==> config.mk <==
export PLATFORM = sky130hd
export DESIGN_NAME = cpic_ctrl
export DESIGN_NICKNAME = d
export VERILOG_FILES = /design/src/cpic_pkg.sv /design/src/cpic_stack.sv /design/src/cpic_ctrl.sv
export VERILOG_INCLUDE_DIRS = /design/src
export SDC_FILE = /design/constraint.sdc
export NUM_CORES = 2
export LEC_CHECK = 0
export BUFFER_PORTS_ARGS = -buffer_cell sky130_fd_sc_hd__buf_4
export CAP_MARGIN = 10
export CORE_ASPECT_RATIO = 1.5
export CORE_MARGIN = 5
export CORE_UTILIZATION = 55
export DETAILED_ROUTE_END_ITERATION = 8
export GPL_ROUTABILITY_DRIVEN = 0
export PLACE_DENSITY = 0.73
export SLEW_MARGIN = 40
export SYNTH_ARGS = -nofsm -noshare
export SYNTH_HDL_FRONTEND = slang
export SYNTH_SLANG_ARGS = --single-unit
==> constraint.sdc <==
create_clock -name clk -period 11.1 [get_ports clk]
set_clock_uncertainty 0.1 [all_clocks]
set_input_delay 0 -clock clk [delete_from_list [all_inputs] [get_ports clk]]
set_output_delay 0 -clock clk [all_outputs]
set_load 0.05 [all_outputs]
==> src/cpic_defines.svh <==
/*
 Field positions, exchange word indices, opcodes and masks for the
 instruction-control front end. Included by cpic_stack and cpic_ctrl;
 definitions only.
*/
`ifndef CPIC_DEFINES_SVH
`define CPIC_DEFINES_SVH

// exchange package word indices of the seven support registers
`define CPIC_XW_COUNTER 3'h0
`define CPIC_XW_BASE 3'h1
`define CPIC_XW_LIMIT 3'h2
`define CPIC_XW_EXIT 3'h3
`define CPIC_XW_EXT_BASE 3'h4
`define CPIC_XW_EXT_LIMIT 3'h5
`define CPIC_XW_MONITOR 3'h6
`define CPIC_XW_LAST 3'h6

// exit-mode bits sit in two 3-bit groups of the fourth word
`define CPIC_EM_LO_POS 48
`define CPIC_EM_HI_POS 57

// opcodes (two octal digits in six bits) and the 01x sub-codes
`define CPIC_OP_JUMP 6'h02
`define CPIC_OP_GROUP01 6'h01
`define CPIC_SUB_RETURN 3'h0
`define CPIC_SUB_EXT_TO_CM 3'h1
`define CPIC_SUB_CM_TO_EXT 3'h2

`define CPIC_PARCELS 3'h4
`define CPIC_PREFETCH_AHEAD 18'h2

// maintenance switch masks over address-stack ranks 1..12
`define CPIC_DIS_LONG_MASK 12'h3FF
`define CPIC_DIS_SHORT_MASK 12'h00F

`define CPIC_RST_VAL '0

`endif

==> src/cpic_pkg.sv <==
/*
 Types of the instruction-control front end: sequencer states and the
 packed state record of the main module. Assumes cpic_defines.svh.
*/
package cpic_pkg;

   typedef enum logic [1:0] {
      ST_IDLE,
      ST_XRD,
      ST_XWR,
      ST_RUN
   } cpic_state_t;

   typedef struct packed {
      cpic_state_t st;
      logic running;
      logic [17:0] p;
      logic [17:0] base;
      logic [17:0] limit;
      logic [5:0] em;
      logic [20:0] extBase;
      logic [23:0] extLimit;
      logic [17:0] monAddr;
      logic [59:0] current_instruction_word;
      logic [2:0] parcels;
      logic [2:0] xIdx;
      logic [17:0] pkgAddr;
      logic [59:0] xWord;
      logic [17:0] fetchAddr;
      logic drop;
      logic memReq;
      logic memWe;
      logic [17:0] memAddr;
      logic [59:0] memWdata;
      logic [7:1][17:0] bReg;
      logic issueValid;
      logic issueLong;
      logic [29:0] issueInstr;
      logic copyValid;
      logic copyToCm;
      logic copyExtErr;
      logic [17:0] copyCount;
      logic [17:0] copyCmAddr;
      logic [23:0] copyExtAddr;
      logic retLinkValid;
      logic [17:0] retLink;
      logic [17:0] absAddr;
      logic rangeErr;
      logic errorExit;
      logic [1:0] syn1;
      logic [1:0] syn2;
      logic [1:0] syn3;
      logic [1:0] dis;
   } cpic_ctl_t;

endpackage : cpic_pkg

==> src/cpic_stack.sv <==
/*
 Instruction word stack with its address stack: newest word enters the top
 rank, every rank compares its address with the program address.
 Assumes one clock, synchronous reset and a freezing clock enable.
*/
`timescale 1ns/1ps
`include "cpic_defines.svh"
module cpic_stack
   import cpic_pkg::*;
#(
   parameter int DEPTH = 12,
   parameter int W = 60,
   parameter int AW = 18
) (
   input wire logic clk,
   input wire logic rst,
   input wire logic ce,
   input wire logic push,
   input wire logic [W-1:0] pushWord,
   input wire logic [AW-1:0] pushAddr,
   input wire logic clear,
   input wire logic [DEPTH-1:0] disMask,
   input wire logic [AW-1:0] lookAddr,
   output logic hit,
   output logic [W-1:0] hitWord
);

   typedef struct packed {
      logic [DEPTH-1:0][W-1:0] word;
      logic [DEPTH-1:0][AW-1:0] addr;
      logic [DEPTH-1:0] vld;
   } cpic_stk_t;

   cpic_stk_t s_r;
   cpic_stk_t s_nxt;
   logic [DEPTH-1:0] match;

   ////////////////////////////////////////////////////////////////////////
   always_comb begin
      s_nxt = s_r;
      if (clear) begin
         s_nxt.vld = '0; // [RL13]
      end else if (push) begin
         // index DEPTH-1 is the top rank; index 0 loses its word
         s_nxt.word = {pushWord, s_r.word[DEPTH-1:1]}; // [RL14]
         s_nxt.addr = {pushAddr, s_r.addr[DEPTH-1:1]}; // [RL15]
         s_nxt.vld = {1'b1, s_r.vld[DEPTH-1:1]};
      end
   end

   always_ff @(posedge clk) begin
      if (rst) begin
         s_r <= `CPIC_RST_VAL;
      end else if (ce) begin
         s_r <= s_nxt;
      end
   end

   ////////////////////////////////////////////////////////////////////////
   for (genvar r = 0; r < DEPTH; r++) begin : g_rank
      assign match[r] = s_r.vld[r] && !disMask[r] &&
                        (s_r.addr[r] == lookAddr); // [RL15] [RL16]
   end

   // after a backward jump two ranks may hold one address; newest wins
   always_comb begin
      hitWord = '0;
      for (int r = 0; r < DEPTH; r++) begin
         if (match[r]) begin
            hitWord = s_r.word[r];
         end
      end
   end

   assign hit = |match;

   ////////////////////////////////////////////////////////////////////////
   chk_rank_shift: assert property (@(posedge clk) disable iff (rst)
      ce && push && !clear |=> s_r.word[DEPTH-1] == $past(pushWord) &&
      s_r.word[0] == $past(s_r.word[1])) // [RL14]
      else $error("stack did not shift on push");

   chk_void_clear: assert property (@(posedge clk) disable iff (rst)
      ce && clear |=> !hit) // [RL13]
      else $error("voided stack still hits");

   cov_stack_full: cover property (@(posedge clk) disable iff (rst)
      s_r.vld[0]);

endmodule : cpic_stack

==> src/cpic_ctrl.sv <==
/*
 Instruction-control front end: index bank, support registers loaded and
 stored by the exchange sequence, instruction stack prefetch, current
 instruction word, counter update, jumps and block-copy addressing.
 Assumes the memory controller answers each request with one memAck cycle
 and drives exchange starts; the maintenance switches are asynchronous.
*/
`timescale 1ns/1ps
`include "cpic_defines.svh"
// How it works
// [RL1] index zero always reads zero; writes aimed at it are dropped
// [RL2] exchange loads support registers, holds them, writes old values back
// [RL3] counter comes from exchange word one, holds current relative address
// [RL4] processor addresses get memory base added; peripheral references bypass
// [RL5] relative addresses compare with memory limit to flag out-of-field
// [RL6] set exit-mode bit turns its condition into an error exit
// [RL7] exit-mode bits at package bits 48-50 and 57-59, fixed order
// [RL8] extended base from word five, added to extended relative address
// [RL9] extended limit from word six, compared with extended relative address
// [RL10] monitor address from word seven supplies package start, flag clear
// [RL11] twelve-word stack prefetches two words ahead of executing address
// [RL12] loops of up to ten words rerun from stack without fetches
// [RL13] jump out of stack voids it and restarts fetching
// [RL14] arriving word enters top rank, ranks shift down, bottom dropped
// [RL15] each rank's address compares with counter; match feeds instruction word
// [RL16] maintenance switches disable address ranks 1-10 or 1-4
// [RL17] four parcels load together, issue without conflict, shift 15/30
// [RL18] counter increments on every load of the instruction word
// [RL19] branch loads counter; return jump saves counter plus one first
// [RL20] exchange starts only when memory controller commands it
// [RL21] block copy of Bj+K words at A0+base and X0+extended base
// [RL22] op 02 jumps to Bi+K, voids stack; K alone when i zero
module cpic_ctrl
   import cpic_pkg::*;
(
   input wire logic clk,
   input wire logic rst,
   input wire logic ce,
   input wire logic xchgStart,
   input wire logic [17:0] xchgAddr,
   input wire logic xchgToMonitor,
   input wire logic monitorFlag,
   output logic memReq,
   output logic memWe,
   output logic [17:0] memAddr,
   output logic [59:0] memWdata,
   input wire logic memAck,
   input wire logic [59:0] memRdata,
   input wire logic issueOk,
   output logic issueValid,
   output logic issueLong,
   output logic [29:0] issueInstr,
   input wire logic brTake,
   input wire logic [17:0] brTarget,
   input wire logic bWe,
   input wire logic [2:0] bWaddr,
   input wire logic [17:0] bWdata,
   input wire logic [17:0] regA0,
   input wire logic [59:0] regX0,
   output logic copyValid,
   output logic copyToCm,
   output logic [17:0] copyCount,
   output logic [17:0] copyCmAddr,
   output logic [23:0] copyExtAddr,
   output logic copyExtErr,
   output logic retLinkValid,
   output logic [17:0] retLink,
   input wire logic relValid,
   input wire logic relFromPp,
   input wire logic [17:0] relAddr,
   output logic [17:0] absAddr,
   output logic rangeErr,
   input wire logic [5:0] errCond,
   output logic errorExit,
   output logic running,
   output logic [17:0] instructionCounter,
   output logic [17:0] monitorAddress,
   input wire logic maintDisLong,
   input wire logic maintDisShort
);

   cpic_ctl_t s_r;
   cpic_ctl_t s_nxt;
   logic stkHit;
   logic [59:0] stkWord;
   logic stkPush;
   logic stkClear;
   logic [11:0] disMask;
   logic doVoid;
   logic ciwLoad;
   logic doJump;
   logic doRet;

   wire [5:0] opField = s_r.current_instruction_word[59:54];
   wire [2:0] iField = s_r.current_instruction_word[53:51];
   wire [2:0] jField = s_r.current_instruction_word[50:48];
   wire [17:0] kField = s_r.current_instruction_word[47:30];

   ////////////////////////////////////////////////////////////////////////
   function automatic logic [17:0] bRead(input cpic_ctl_t s,
                                          input logic [2:0] idx);
      if (idx == 3'h0) begin
         return 18'h00000; // [RL1]
      end
      return s.bReg[idx];
   endfunction : bRead

   function automatic logic isLong(input logic [5:0] op);
      logic lowGroup;
      logic incGroup;
      lowGroup = (op[5:3] == 3'h0) && (op != 6'h00);
      incGroup = (op[5:3] >= 3'h5) && (op[2:0] <= 3'h2);
      return lowGroup || incGroup;
   endfunction : isLong

   // value written back for package word idx
   function automatic logic [59:0] oldWord(input cpic_ctl_t s,
                                           input logic [2:0] idx);
      logic [59:0] w;
      w = '0;
      case (idx)
         `CPIC_XW_COUNTER: w[17:0] = s.p;
         `CPIC_XW_BASE: w[17:0] = s.base;
         `CPIC_XW_LIMIT: w[17:0] = s.limit;
         `CPIC_XW_EXIT: begin
            w[`CPIC_EM_LO_POS+2:`CPIC_EM_LO_POS] = s.em[2:0]; // [RL7]
            w[`CPIC_EM_HI_POS+2:`CPIC_EM_HI_POS] = s.em[5:3];
         end
         `CPIC_XW_EXT_BASE: w[20:0] = s.extBase;
         `CPIC_XW_EXT_LIMIT: w[23:0] = s.extLimit;
         `CPIC_XW_MONITOR: w[17:0] = s.monAddr;
         default: w = '0;
      endcase
      return w;
   endfunction : oldWord

   ////////////////////////////////////////////////////////////////////////
   assign disMask = (s_r.dis[1] ? `CPIC_DIS_LONG_MASK : 12'h000) |
                    (s_r.dis[0] ? `CPIC_DIS_SHORT_MASK : 12'h000); // [RL16]

   cpic_stack #(
      .DEPTH(12),
      .W(60),
      .AW(18)
   ) u_stack (
      .clk(clk),
      .rst(rst),
      .ce(ce),
      .push(stkPush),
      .pushWord(memRdata),
      .pushAddr(s_r.fetchAddr),
      .clear(stkClear),
      .disMask(disMask),
      .lookAddr(s_r.p),
      .hit(stkHit),
      .hitWord(stkWord)
   );

   ////////////////////////////////////////////////////////////////////////
   always_comb begin
      logic [24:0] extEnd;
      logic [17:0] cnt;
      logic [2:0] nextIdx;
      extEnd = '0;
      cnt = '0;
      nextIdx = 3'(s_r.xIdx + 3'h1);
      s_nxt = s_r;
      s_nxt.issueValid = 1'b0;
      s_nxt.copyValid = 1'b0;
      s_nxt.retLinkValid = 1'b0;
      stkPush = 1'b0;
      stkClear = 1'b0;
      doVoid = 1'b0;
      ciwLoad = 1'b0;
      doJump = 1'b0;
      doRet = 1'b0;

      // switch pins: three stages, accepted when stages two and three agree
      s_nxt.syn1 = {maintDisLong, maintDisShort};
      s_nxt.syn2 = s_r.syn1;
      s_nxt.syn3 = s_r.syn2;
      if (s_r.syn2 == s_r.syn3) begin
         s_nxt.dis = s_r.syn3;
      end

      if (bWe && bWaddr != 3'h0) begin
         s_nxt.bReg[bWaddr] = bWdata; // [RL1]
      end

      if (relValid) begin
         s_nxt.absAddr = relFromPp ? relAddr :
                         18'(relAddr + s_r.base); // [RL4]
         s_nxt.rangeErr = !relFromPp && (relAddr >= s_r.limit); // [RL5]
      end
      // bit 0 (address range) also fed by our own range checks
      s_nxt.errorExit = s_r.running &&
         |(s_r.em & (errCond |
                     {5'h00, s_r.rangeErr | s_r.copyExtErr})); // [RL6]

      case (s_r.st)
         ST_IDLE: begin
         end
         ST_XRD: begin
            if (memAck) begin
               s_nxt.xWord = memRdata;
               s_nxt.memWe = 1'b1;
               s_nxt.memWdata = oldWord(s_r, s_r.xIdx); // [RL2]
               s_nxt.st = ST_XWR;
            end
         end
         ST_XWR: begin
            if (memAck) begin
               case (s_r.xIdx) // [RL2]
                  `CPIC_XW_COUNTER: s_nxt.p = s_r.xWord[17:0]; // [RL3]
                  `CPIC_XW_BASE: s_nxt.base = s_r.xWord[17:0]; // [RL4]
                  `CPIC_XW_LIMIT: s_nxt.limit = s_r.xWord[17:0]; // [RL5]
                  `CPIC_XW_EXIT: s_nxt.em = {
                     s_r.xWord[`CPIC_EM_HI_POS+2:`CPIC_EM_HI_POS],
                     s_r.xWord[`CPIC_EM_LO_POS+2:`CPIC_EM_LO_POS]}; // [RL7]
                  `CPIC_XW_EXT_BASE: s_nxt.extBase = s_r.xWord[20:0]; // [RL8]
                  `CPIC_XW_EXT_LIMIT: s_nxt.extLimit = s_r.xWord[23:0];//[RL9]
                  `CPIC_XW_MONITOR: s_nxt.monAddr = s_r.xWord[17:0]; // [RL10]
                  default: s_nxt.monAddr = s_r.monAddr;
               endcase
               s_nxt.memWe = 1'b0;
               if (s_r.xIdx == `CPIC_XW_LAST) begin
                  s_nxt.memReq = 1'b0;
                  s_nxt.st = ST_RUN;
                  s_nxt.running = 1'b1;
                  stkClear = 1'b1;
                  s_nxt.fetchAddr = s_r.p;
               end else begin
                  s_nxt.xIdx = nextIdx;
                  s_nxt.memAddr = 18'(s_r.pkgAddr + 18'(nextIdx));
                  s_nxt.st = ST_XRD;
               end
            end
         end
         ST_RUN: begin
            if (s_r.memReq && memAck) begin
               s_nxt.memReq = 1'b0;
               s_nxt.drop = 1'b0;
               if (!s_r.drop) begin
                  stkPush = 1'b1; // [RL14]
                  s_nxt.fetchAddr = 18'(s_r.fetchAddr + 18'h1);
               end
            end
            if (s_r.parcels == 3'h0) begin
               if (stkHit) begin // [RL12]
                  ciwLoad = 1'b1;
                  s_nxt.current_instruction_word = stkWord; // [RL15] [RL17]
                  s_nxt.parcels = `CPIC_PARCELS;
                  s_nxt.p = 18'(s_r.p + 18'h1); // [RL18]
               end else if (s_r.fetchAddr != s_r.p) begin
                  doVoid = 1'b1; // [RL13]
               end
            end else if (issueOk) begin
               if (opField == `CPIC_OP_JUMP) begin
                  doJump = 1'b1;
                  s_nxt.p = 18'(bRead(s_r, iField) + kField); // [RL22]
                  s_nxt.parcels = 3'h0;
                  doVoid = 1'b1; // [RL22]
               end else if (opField == `CPIC_OP_GROUP01 &&
                            iField == `CPIC_SUB_RETURN) begin
                  doRet = 1'b1;
                  // counter already runs one past the word in progress
                  s_nxt.retLinkValid = 1'b1;
                  s_nxt.retLink = s_r.p; // [RL19]
                  s_nxt.p = kField; // [RL19]
                  s_nxt.parcels = 3'h0;
               end else begin
                  if (opField == `CPIC_OP_GROUP01) begin
                     cnt = 18'(bRead(s_r, jField) + kField); // [RL21]
                     extEnd = 25'(regX0[23:0]) + 25'(cnt);
                     s_nxt.copyValid = 1'b1;
                     s_nxt.copyToCm = (iField == `CPIC_SUB_EXT_TO_CM);
                     s_nxt.copyCount = cnt;
                     s_nxt.copyCmAddr = 18'(regA0 + s_r.base); // [RL21]
                     s_nxt.copyExtAddr = 24'(regX0[23:0] +
                                             24'(s_r.extBase)); // [RL8]
                     s_nxt.copyExtErr = extEnd >
                                        25'(s_r.extLimit); // [RL9]
                  end else begin
                     s_nxt.issueValid = 1'b1; // [RL17]
                     s_nxt.issueInstr = s_r.current_instruction_word[59:30];
                     s_nxt.issueLong = isLong(opField);
                  end
                  if (isLong(opField)) begin
                     s_nxt.current_instruction_word = {s_r.current_instruction_word[29:0], 30'h0}; // [RL17]
                     s_nxt.parcels = (s_r.parcels > 3'h2) ?
                                     3'(s_r.parcels - 3'h2) : 3'h0;
                  end else begin
                     s_nxt.current_instruction_word = {s_r.current_instruction_word[44:0], 15'h0000};
                     s_nxt.parcels = 3'(s_r.parcels - 3'h1);
                  end
               end
            end
            if (brTake) begin
               s_nxt.p = brTarget; // [RL19]
               s_nxt.parcels = 3'h0;
            end
            if (doVoid) begin
               stkClear = 1'b1; // [RL13]
               s_nxt.fetchAddr = s_nxt.p;
               s_nxt.drop = s_nxt.memReq;
            end
            // prefetch only while short of two words ahead
            if (!s_nxt.memReq && s_nxt.fetchAddr <=
                18'(s_nxt.p - 18'h1 + `CPIC_PREFETCH_AHEAD)) begin // [RL11]
               s_nxt.memReq = 1'b1;
               s_nxt.memWe = 1'b0;
               s_nxt.memAddr = 18'(s_r.base + s_nxt.fetchAddr); // [RL4]
            end
         end
         default: s_nxt.st = ST_IDLE;
      endcase

      // a pending fetch is abandoned; the controller owns that choice
      if (xchgStart) begin // [RL20]
         s_nxt.st = ST_XRD;
         s_nxt.running = 1'b0;
         s_nxt.xIdx = `CPIC_XW_COUNTER;
         s_nxt.pkgAddr = (xchgToMonitor && !monitorFlag) ?
                         s_r.monAddr : xchgAddr; // [RL10]
         s_nxt.memAddr = s_nxt.pkgAddr;
         s_nxt.memReq = 1'b1;
         s_nxt.memWe = 1'b0;
         s_nxt.parcels = 3'h0;
         s_nxt.drop = 1'b0;
         stkPush = 1'b0;
      end
   end

   always_ff @(posedge clk) begin
      if (rst) begin
         s_r <= `CPIC_RST_VAL;
      end else if (ce) begin
         s_r <= s_nxt;
      end
   end

   ////////////////////////////////////////////////////////////////////////
   assign memReq = s_r.memReq;
   assign memWe = s_r.memWe;
   assign memAddr = s_r.memAddr;
   assign memWdata = s_r.memWdata;
   assign issueValid = s_r.issueValid;
   assign issueLong = s_r.issueLong;
   assign issueInstr = s_r.issueInstr;
   assign copyValid = s_r.copyValid;
   assign copyToCm = s_r.copyToCm;
   assign copyCount = s_r.copyCount;
   assign copyCmAddr = s_r.copyCmAddr;
   assign copyExtAddr = s_r.copyExtAddr;
   assign copyExtErr = s_r.copyExtErr;
   assign retLinkValid = s_r.retLinkValid;
   assign retLink = s_r.retLink;
   assign absAddr = s_r.absAddr;
   assign rangeErr = s_r.rangeErr;
   assign errorExit = s_r.errorExit;
   assign running = s_r.running;
   assign instructionCounter = s_r.p;
   assign monitorAddress = s_r.monAddr;

   ////////////////////////////////////////////////////////////////////////
   wire [17:0] biValue = bRead(s_r, iField);
   chk_jump_target: assert property (@(posedge clk) disable iff (rst)
      ce && doJump && !brTake && !xchgStart |=>
      s_r.p == 18'($past(biValue) + $past(kField))) // [RL22]
      else $error("jump target wrong");

   chk_jump_zero: assert property (@(posedge clk) disable iff (rst)
      ce && doJump && iField == 3'h0 && !brTake && !xchgStart |=>
      s_r.p == $past(kField) && s_r.parcels == 3'h0) // [RL1]
      else $error("zero index jump not to K");

   chk_counter_step: assert property (@(posedge clk) disable iff (rst)
      ce && ciwLoad && !brTake && !xchgStart |=>
      s_r.p == 18'($past(s_r.p) + 18'h1) && s_r.parcels == 3'h4) // [RL18]
      else $error("counter not advanced on word load");

   chk_support_hold: assert property (@(posedge clk) disable iff (rst)
      ce && s_r.running && !xchgStart |=> $stable(s_r.base) &&
      $stable(s_r.limit) && $stable(s_r.em) && $stable(s_r.extLimit))//[RL2]
      else $error("support register moved while running");

   chk_xchg_cause: assert property (@(posedge clk) disable iff (rst)
      ce && !xchgStart && (s_r.st == ST_RUN || s_r.st == ST_IDLE) |=>
      (s_r.st == ST_RUN || s_r.st == ST_IDLE)) // [RL20]
      else $error("exchange began without controller command");

   chk_abs_addr: assert property (@(posedge clk) disable iff (rst)
      ce && relValid && !relFromPp |=>
      absAddr == 18'($past(relAddr) + $past(s_r.base))) // [RL4]
      else $error("absolute address not base plus relative");

   chk_range_flag: assert property (@(posedge clk) disable iff (rst)
      ce && relValid && !relFromPp |=>
      rangeErr == ($past(relAddr) >= $past(s_r.limit))) // [RL5]
      else $error("limit compare wrong");

   chk_exit_mode: assert property (@(posedge clk) disable iff (rst)
      ce && s_r.running && |(s_r.em & errCond) |=> errorExit) // [RL6]
      else $error("selected condition gave no error exit");

   chk_return_link: assert property (@(posedge clk) disable iff (rst)
      ce && doRet && !brTake && !xchgStart |=> retLinkValid &&
      retLink == $past(s_r.p) && s_r.p == $past(kField)) // [RL19]
      else $error("return jump link or target wrong");

   chk_loop_nofetch: assert property (@(posedge clk) disable iff (rst)
      ce && s_r.st == ST_RUN && !s_r.memReq && !doVoid && !brTake &&
      !xchgStart && !doRet && s_r.fetchAddr > 18'(s_r.p + 18'h3) |=>
      !memReq) // [RL12]
      else $error("fetch issued while stack is ahead");

   cov_xchg_done: cover property (@(posedge clk) disable iff (rst)
      s_r.st == ST_XWR ##1 s_r.st == ST_RUN);
   cov_jump: cover property (@(posedge clk) disable iff (rst) doJump);
   cov_copy: cover property (@(posedge clk) disable iff (rst) copyValid);
   cov_loop_hit: cover property (@(posedge clk) disable iff (rst)
      ciwLoad && !s_r.memReq && s_r.fetchAddr > 18'(s_r.p + 18'h2));

endmodule : cpic_ctrl

* Yosys cells after proc, flatten, opt, wreduce, memory -nomap -nowiden *
Cells that the tools add are included.

word-level totals
  output and inout port bits = 251
  input bits = 233
  flip-flop bits (word level) = 1555

operators by class
  mux-type cells = 133
  reductions and logical operators = 98
  equality and inequality tests = 39
  $lt $le $gt $ge = 10
  add/sub/neg operators = 15
  bitwise logic cells = 9

operators by type and width
  kind                     count
  $mux W60                 14
  $mux W18                 34
  $mux W114                4
  $mux W63                 5
  $eq A18 B18 Y1           12
  $bwmux W126              1
  $mux W126                1
  $bmux W18 S3             2
  $pmux W18 S2             3
  $pmux W18 S6             1
  $mux W95                 1
  $add A18 B18 Y18         5
  $mux W20                 4
  $mux W19                 3
  $demux W18 S3            1
  $reduce_and A4 Y1        13
  $mux W24                 2
  $mux W21                 2
  $add A18 B1 Y18 const B  2
  $mux W3                  12
  $logic_and A1 B1 Y1      34
  $mux W32                 1
  $mux W1                  30
  $add A24 B18 Y25         1
  other kinds (57)         116

* Depth between registers and ports, before layout *
  word-level depth = 24
  depth in mapped cells = 34
  depth with buffers taken out = 31

* Cells and area by module *
Synthesis repeated with hierarchy kept, for this count alone.

unflattened totals
  cells, all modules = 10096
  area total of the unflattened synthesis = 77103.9 sq um

modules (own cells, without submodules)
  module      cells each  area an instance (sq um)  sequential area each (sq um)  instances
  cpic_stack  5369        40908.0                   18978.2                       1
  cpic_ctrl   4727        36196.0                   11551.1                       1

* Worst setup path after synthesis *
OpenSTA, ideal clock, no wires.

  kind = register -> register
  start = reg s_r (netlist bit iField[0])
  end = reg s_r (netlist bit memAddr[16])
  data arrival time = 7499 ps
  path buffers = 3
  slack = 3383 ps
  cell stages (with the launch flop) = 31
  setup time = 118 ps
  cells stage by stage = dfxtp_1 > buf_1 > clkbuf_1 > mux4_2 > nand2_1 > o21ai_0 > ha_1 > fa_1 > a211oi_1 > o21bai_1 > a21oi_1 > xnor2_1 > o22ai_1 > a21oi_1 > o22ai_1 > nor4b_4 > or4b_1 > or4b_4 > xor2_1 > ha_1 > and4_1 > nand3_1 > nor2_1 > o21ai_0 > a222oi_1 > or2_2 > clkbuf_1 > nor2_1 > a2111oi_0 > o21ai_0 > o2111a_1

between the ends
  cells in the longest elaborated chain, start to end = 23
  elaborated cells on any way between the ends = 33

RTL lines
  what                                                                   line                                RTL
  start, declared                                                        cpic_ctrl.sv:82                     cpic_ctl_t s_r;
  start signal, assigned                                                 cpic_ctrl.sv:336                    s_r <= `CPIC_RST_VAL;
  start signal, assigned                                                 cpic_ctrl.sv:338                    s_r <= s_nxt;
  $logic_not A3 Y1                                                       --
  $mux W1                                                                cpic_ctrl.sv:102                    if (idx == 3'h0) begin
  $mux W1                                                                cpic_ctrl.sv:258                    if (opField == `CPIC_OP_JUMP) begin
  $mux W1                                                                cpic_ctrl.sv:257                    end else if (issueOk) begin
  $mux W1                                                                cpic_ctrl.sv:248                    if (s_r.parcels == 3'h0) begin
  $mux W1                                                                cpic_ctrl.sv:200                    case (s_r.st)
  $mux W18                                                               cpic_ctrl.sv:105                    return s.bReg[idx];
  $mux W18                                                               cpic_ctrl.sv:258
  [... 7 more ...]                                                       --
  $mux W18 *                                                             cpic_ctrl.sv:298                    if (brTake) begin
  $mux W18 *                                                             cpic_ctrl.sv:200
  $sub A18 B1 Y18 / $mux W19 (equally long branches)                     cpic_ctrl.sv:309, cpic_ctrl.sv:302
  $add A18 B2 Y18 (no source line) / $mux W19 (equally long branches)    --
  $le A18 B18 Y1 / $add A18 B18 Y18 (equally long branches)              cpic_ctrl.sv:308, cpic_ctrl.sv:312
  $logic_and A1 B1 Y1 / $mux W20 (equally long branches)                 cpic_ctrl.sv:308                    if (!s_nxt.memReq && s_nxt.fetchAddr <=
  $ne A3 B3 Y1 (no source line) / $pmux W18 S2 (equally long branches)   --
  $reduce_and A5 Y1 (no source line) / $mux W21 (equally long branches)  --

Every way passes the cells marked *; elsewhere a longest branch is shown, timed or not. The select of a mux whose other input is x is not followed.
A chain may end at the register's enable or synchronous reset.

* Worst setup path in the final report *
  start = reg s_r (netlist bit jField[1])
  end = reg s_r (netlist bit copyExtErr)

between the ends
  cells in the longest elaborated chain, start to end = 18
  elaborated cells on any way between the ends = 20

RTL lines
  what                line              RTL
  $logic_not A3 Y1    cpic_ctrl.sv:102
  $mux W1             cpic_ctrl.sv:102
  $mux W1             cpic_ctrl.sv:272  if (opField == `CPIC_OP_GROUP01) begin
  $mux W1             cpic_ctrl.sv:263  end else if (opField == `CPIC_OP_GROUP01 &&
  $mux W1             cpic_ctrl.sv:258
  $mux W1             cpic_ctrl.sv:257
  $mux W1             cpic_ctrl.sv:248
  $mux W1             cpic_ctrl.sv:200
  [... 2 more ...]    --
  $mux W18 *          cpic_ctrl.sv:263
  $mux W18 *          cpic_ctrl.sv:258
  $mux W18 *          cpic_ctrl.sv:257
  $mux W18 *          cpic_ctrl.sv:248
  $mux W18 *          cpic_ctrl.sv:200
  $add A18 B18 Y18 *  cpic_ctrl.sv:273  cnt = 18'(bRead(s_r, jField) + kField);
  $add A24 B18 Y25 *  cpic_ctrl.sv:274  extEnd = 25'(regX0[23:0]) + 25'(cnt);
  $gt A25 B24 Y1 *    cpic_ctrl.sv:281  s_nxt.copyExtErr = extEnd >

Marked as above.

==> metrics <==
sw frac 0.239; RR Endpoint copyExtErr$_SDFFE_PP0P_; Distinct cells, synth 90; share of cells above drive strength 1 0.0953; Crit-path slowest cell dfxtp_2; worst reg2reg path depth 31; crit path time final approximately 8.5 ns; Finish-stage setup viols 0; violations in the final reports DRC; I/O Buffers about 420; # DRC 35; number of global-route vias before repair around 70000; clock root buffer clkbuf_16; # clock sinks 1525; Remaining Overflow, GRT 0; yosys warns 0; clk slew on worst S/H paths 0.07 ns; main flop type after synthesis dfxtp_1; core area approximately 140000 um2; post-DR vias/cell approximately 6.2; Final Hold Violating Endpoints 0; DR WL/cell roughly 23 um; Routed Antenna Nets 0; Hold Crit Depth 3; total wire length ~280000 um; clock network fraction of total power 0.455; Yosys reg bits between 1500 and 2000; Iter 0 DRT Violations about 9800; largest net degree at the start of global routing 209; synthesized area approximately 77000 um2; PwrDens ~130 nW/um2; sequential share of power 0.482; Place WS approximately 3.1 ns; Max VDD drop ~0.00013 V; Post-Syn Instances around 10000; CTS tree built; largest area contributor in the netlist dfxtp_1; startpoint types flop; setup ws final roughly 2.6 ns; P&R area growth vs syn 14.5%; LEAKAGE roughly 0.031 uW; Final Max Slew Viols 0; worst min-delay path class in2reg; syn avg cell area 7.46 um2; htree depth 4; final setup TNS 0 ns; top cells by area, synth dfxtp_1, nand2_1, a21oi_1; Hold Crit Start rst; path type of the worst setup path reg2reg; Clock Latency Late Sink ~0.81 ns; Synth async-reset ratio 0; Yosys top cell area share 0.398; number of max-cap violations 0; first-pass GRT wire length about 420000 um; RSZ-0062 raised after global routing no; Die Width about 320 um; EDFF count, synth 0; via count ~77000; Starting Density 0.551; initial antenna violation count 30; R2R setup slack 2.55 ns; critical path fanouts, max 21; combinational power share 0.063; delay-heaviest family, CP compound AO/OA/AOI/OAI gates; Ports 484; worst slew pin tran roughly 0.94 ns; Clock Tree Buf Depth 3; Buf/Inv on CP 2; CP Capture Type flop; Hold Slack approximately 0.066 ns; fin crit share 0.770; Crit path largest cell delay 0.69 ns; sequential area share after synthesis 0.398; fin nets around 11000; Pre-antenna DRT Iters 9; GRT Overall Usage 0.362; number of CTS-inserted buffers between 100 and 150; Die Height approximately 470 um; # rows ~170; P_sw ~2700 uW; Internal Power around 8700 uW; status finished with violations; DP HPWL around 180000 um; FF-to-FF Start jField[1]$_SDFFE_PP0P_; Worst Hold End u_stack.s_r[720]$_SDFFE_PP0P_; Fmax between 100 and 150 MHz; worst endpoint required time 11.69 ns; crit path DAT slightly above 9 ns; Rel. slew slack 0.368; Die ar. 147000 um2
## cells in the mapped netlist, types with 37 or more instances
cell,instances
ha_1,199
nand3_1,212
mux2_2,71
buf_4,251
dfxtp_1,1525
a22oi_1,114
inv_1,110
a211oi_1,146
a31oi_1,66
nand2_1,3163
nor3_1,91
o211ai_1,100
xnor2_1,265
buf_2,55
clkbuf_1,650
nand4_1,93
and3_1,37
o21ai_0,283
a21o_1,40
o22ai_1,46
xor2_1,125
a21oi_1,1542
o311ai_0,45
buf_1,52
nor2_1,439
## per-stage QoR
stage / util / total power, uW / std cells / area, um2
after floorplan: - / 6010 / 10326 / 76900
after global placement: 0.564 / 6210 / 11715 / 78600
after detailed placement: 0.566 / 6220 / 11725 / 78900
after CTS: 0.628 / 11400 / 12358 / 87600
after global routing: 0.630 / 11700 / 12371 / 87800
final: 0.631 / 11500 / 12391 / 87900
## routing by layer
layer / share of wire / track usage
met3: 0.11 / 0.106
met4: 0.10 / 0.302
met5: 0.00026 / 0
met1: 0.35 / 0.417
met2: 0.44 / 0.552
## how the worst max path moves through the flow
| stage | startpoint | end | slack (ns) | depth (start not counted) |
|---|---|---|---|---|
| floorplan | iField[0]$_SDFFE_PP0P_ | memAddr[16]$_SDFFE_PP0P_ | 3.38 | 30 |
| global placement | iField[1]$_SDFFE_PP0P_ | memAddr[16]$_SDFFE_PP0P_ | 3.03 | 28 |
| CTS | jField[1]$_SDFFE_PP0P_ | copyExtErr$_SDFFE_PP0P_ | 2.83 | 31 |
| global route | jField[1]$_SDFFE_PP0P_ | copyExtErr$_SDFFE_PP0P_ | 2.17 | 31 |
| detailed placement | iField[0]$_SDFFE_PP0P_ | memAddr[16]$_SDFFE_PP0P_ | 3.08 | 29 |
| finish | jField[1]$_SDFFE_PP0P_ | copyExtErr$_SDFFE_PP0P_ | 2.55 | 31 |
## cells by family after synthesis
family                     Yosys count  synth area share
AOI/OAI and AO/OA                 2628             0.200
muxes                              138            0.0250
DFF                               1525             0.398
buffers and inverters             1130            0.0692
other                                1         0.0000488
xor gates and xnor gates           391            0.0447
adders and majority gates          207            0.0345
and+or+nand+nor                   4277             0.229
## registers in the layout, summed over array words and instances, names as in the netlist, 3 cells and up
register / cells
s_nxt: 4
retLink: 18
issueInstr: 30
absAddr: 18
instructionCounter: 18
kField: 18
iField: 3
monitorAddress: 18
opField: 6
copyCmAddr: 18
memAddr: 18
copyCount: 18
copyExtAddr: 24
s_r: 322
memWdata: 30
jField: 3
u_stack.s_r: 948
## layout make-up
cell class                 instances  area, um2
multi-input combinational       7671      41300
tap                             1870       2340
inverter                         114        429
fill                           11832      51500
timing repair buffer             926       8240
clock buffer                     205       4230
clock inverter                    56        711
sequential                      1525      30500
antenna                           24       60.1
## repair_timing
| action | CTS | global route |
|---|---|---|
| resized for setup | 0 | 0 |
| endpoints found under the hold margin | 481 | 7 |
| buffers inserted | 0 | 0 |
| hold buffers | 372 | 1 |
## worst register-to-register path, delay by kind of cell (launching register included)
| family | cells | cell delay [ns] |
|---|---|---|
| fa+ha+maj | 3 | 1.03 |
| flops | 1 | 0.69 |
| buf+inv | 2 | 1.04 |
| compound gates | 16 | 3.49 |
| simple gates | 7 | 1.02 |
| mux | 1 | 0.39 |
| xor+xnor | 2 | 0.70 |
## cell usage in the layout, fill, tap and decap left out, types with 36 or more instances in the layout
cell / count
a211oi_1: 145
o211ai_1: 100
o22ai_1: 46
nand3_1: 206
a21oi_1: 1539
buf_4: 512
ha_1: 197
xor2_1: 125
a22oi_1: 114
nand2_1: 3160
dfxtp_1: 1513
mux2_2: 71
a21o_1: 40
nand4_1: 93
nor2_1: 422
mux4_2: 36
dlygate4sd3_1: 372
inv_1: 109
xnor2_1: 265
o21ai_0: 272
nor3_1: 85
a31oi_1: 66
clkbuf_16: 148
o311ai_0: 44
## power groups by stage
stage / Clock [uW] / Sequential (uW) / Combinational, uW
floorplan: 0 / 5630 / 379
global placement: 0 / 5640 / 564
detailed placement: 0 / 5640 / 576
CTS: 5240 / 5520 / 679
global route: 5460 / 5520 / 751
finish: 5210 / 5520 / 718
Power figures use the tool's default switching activity.
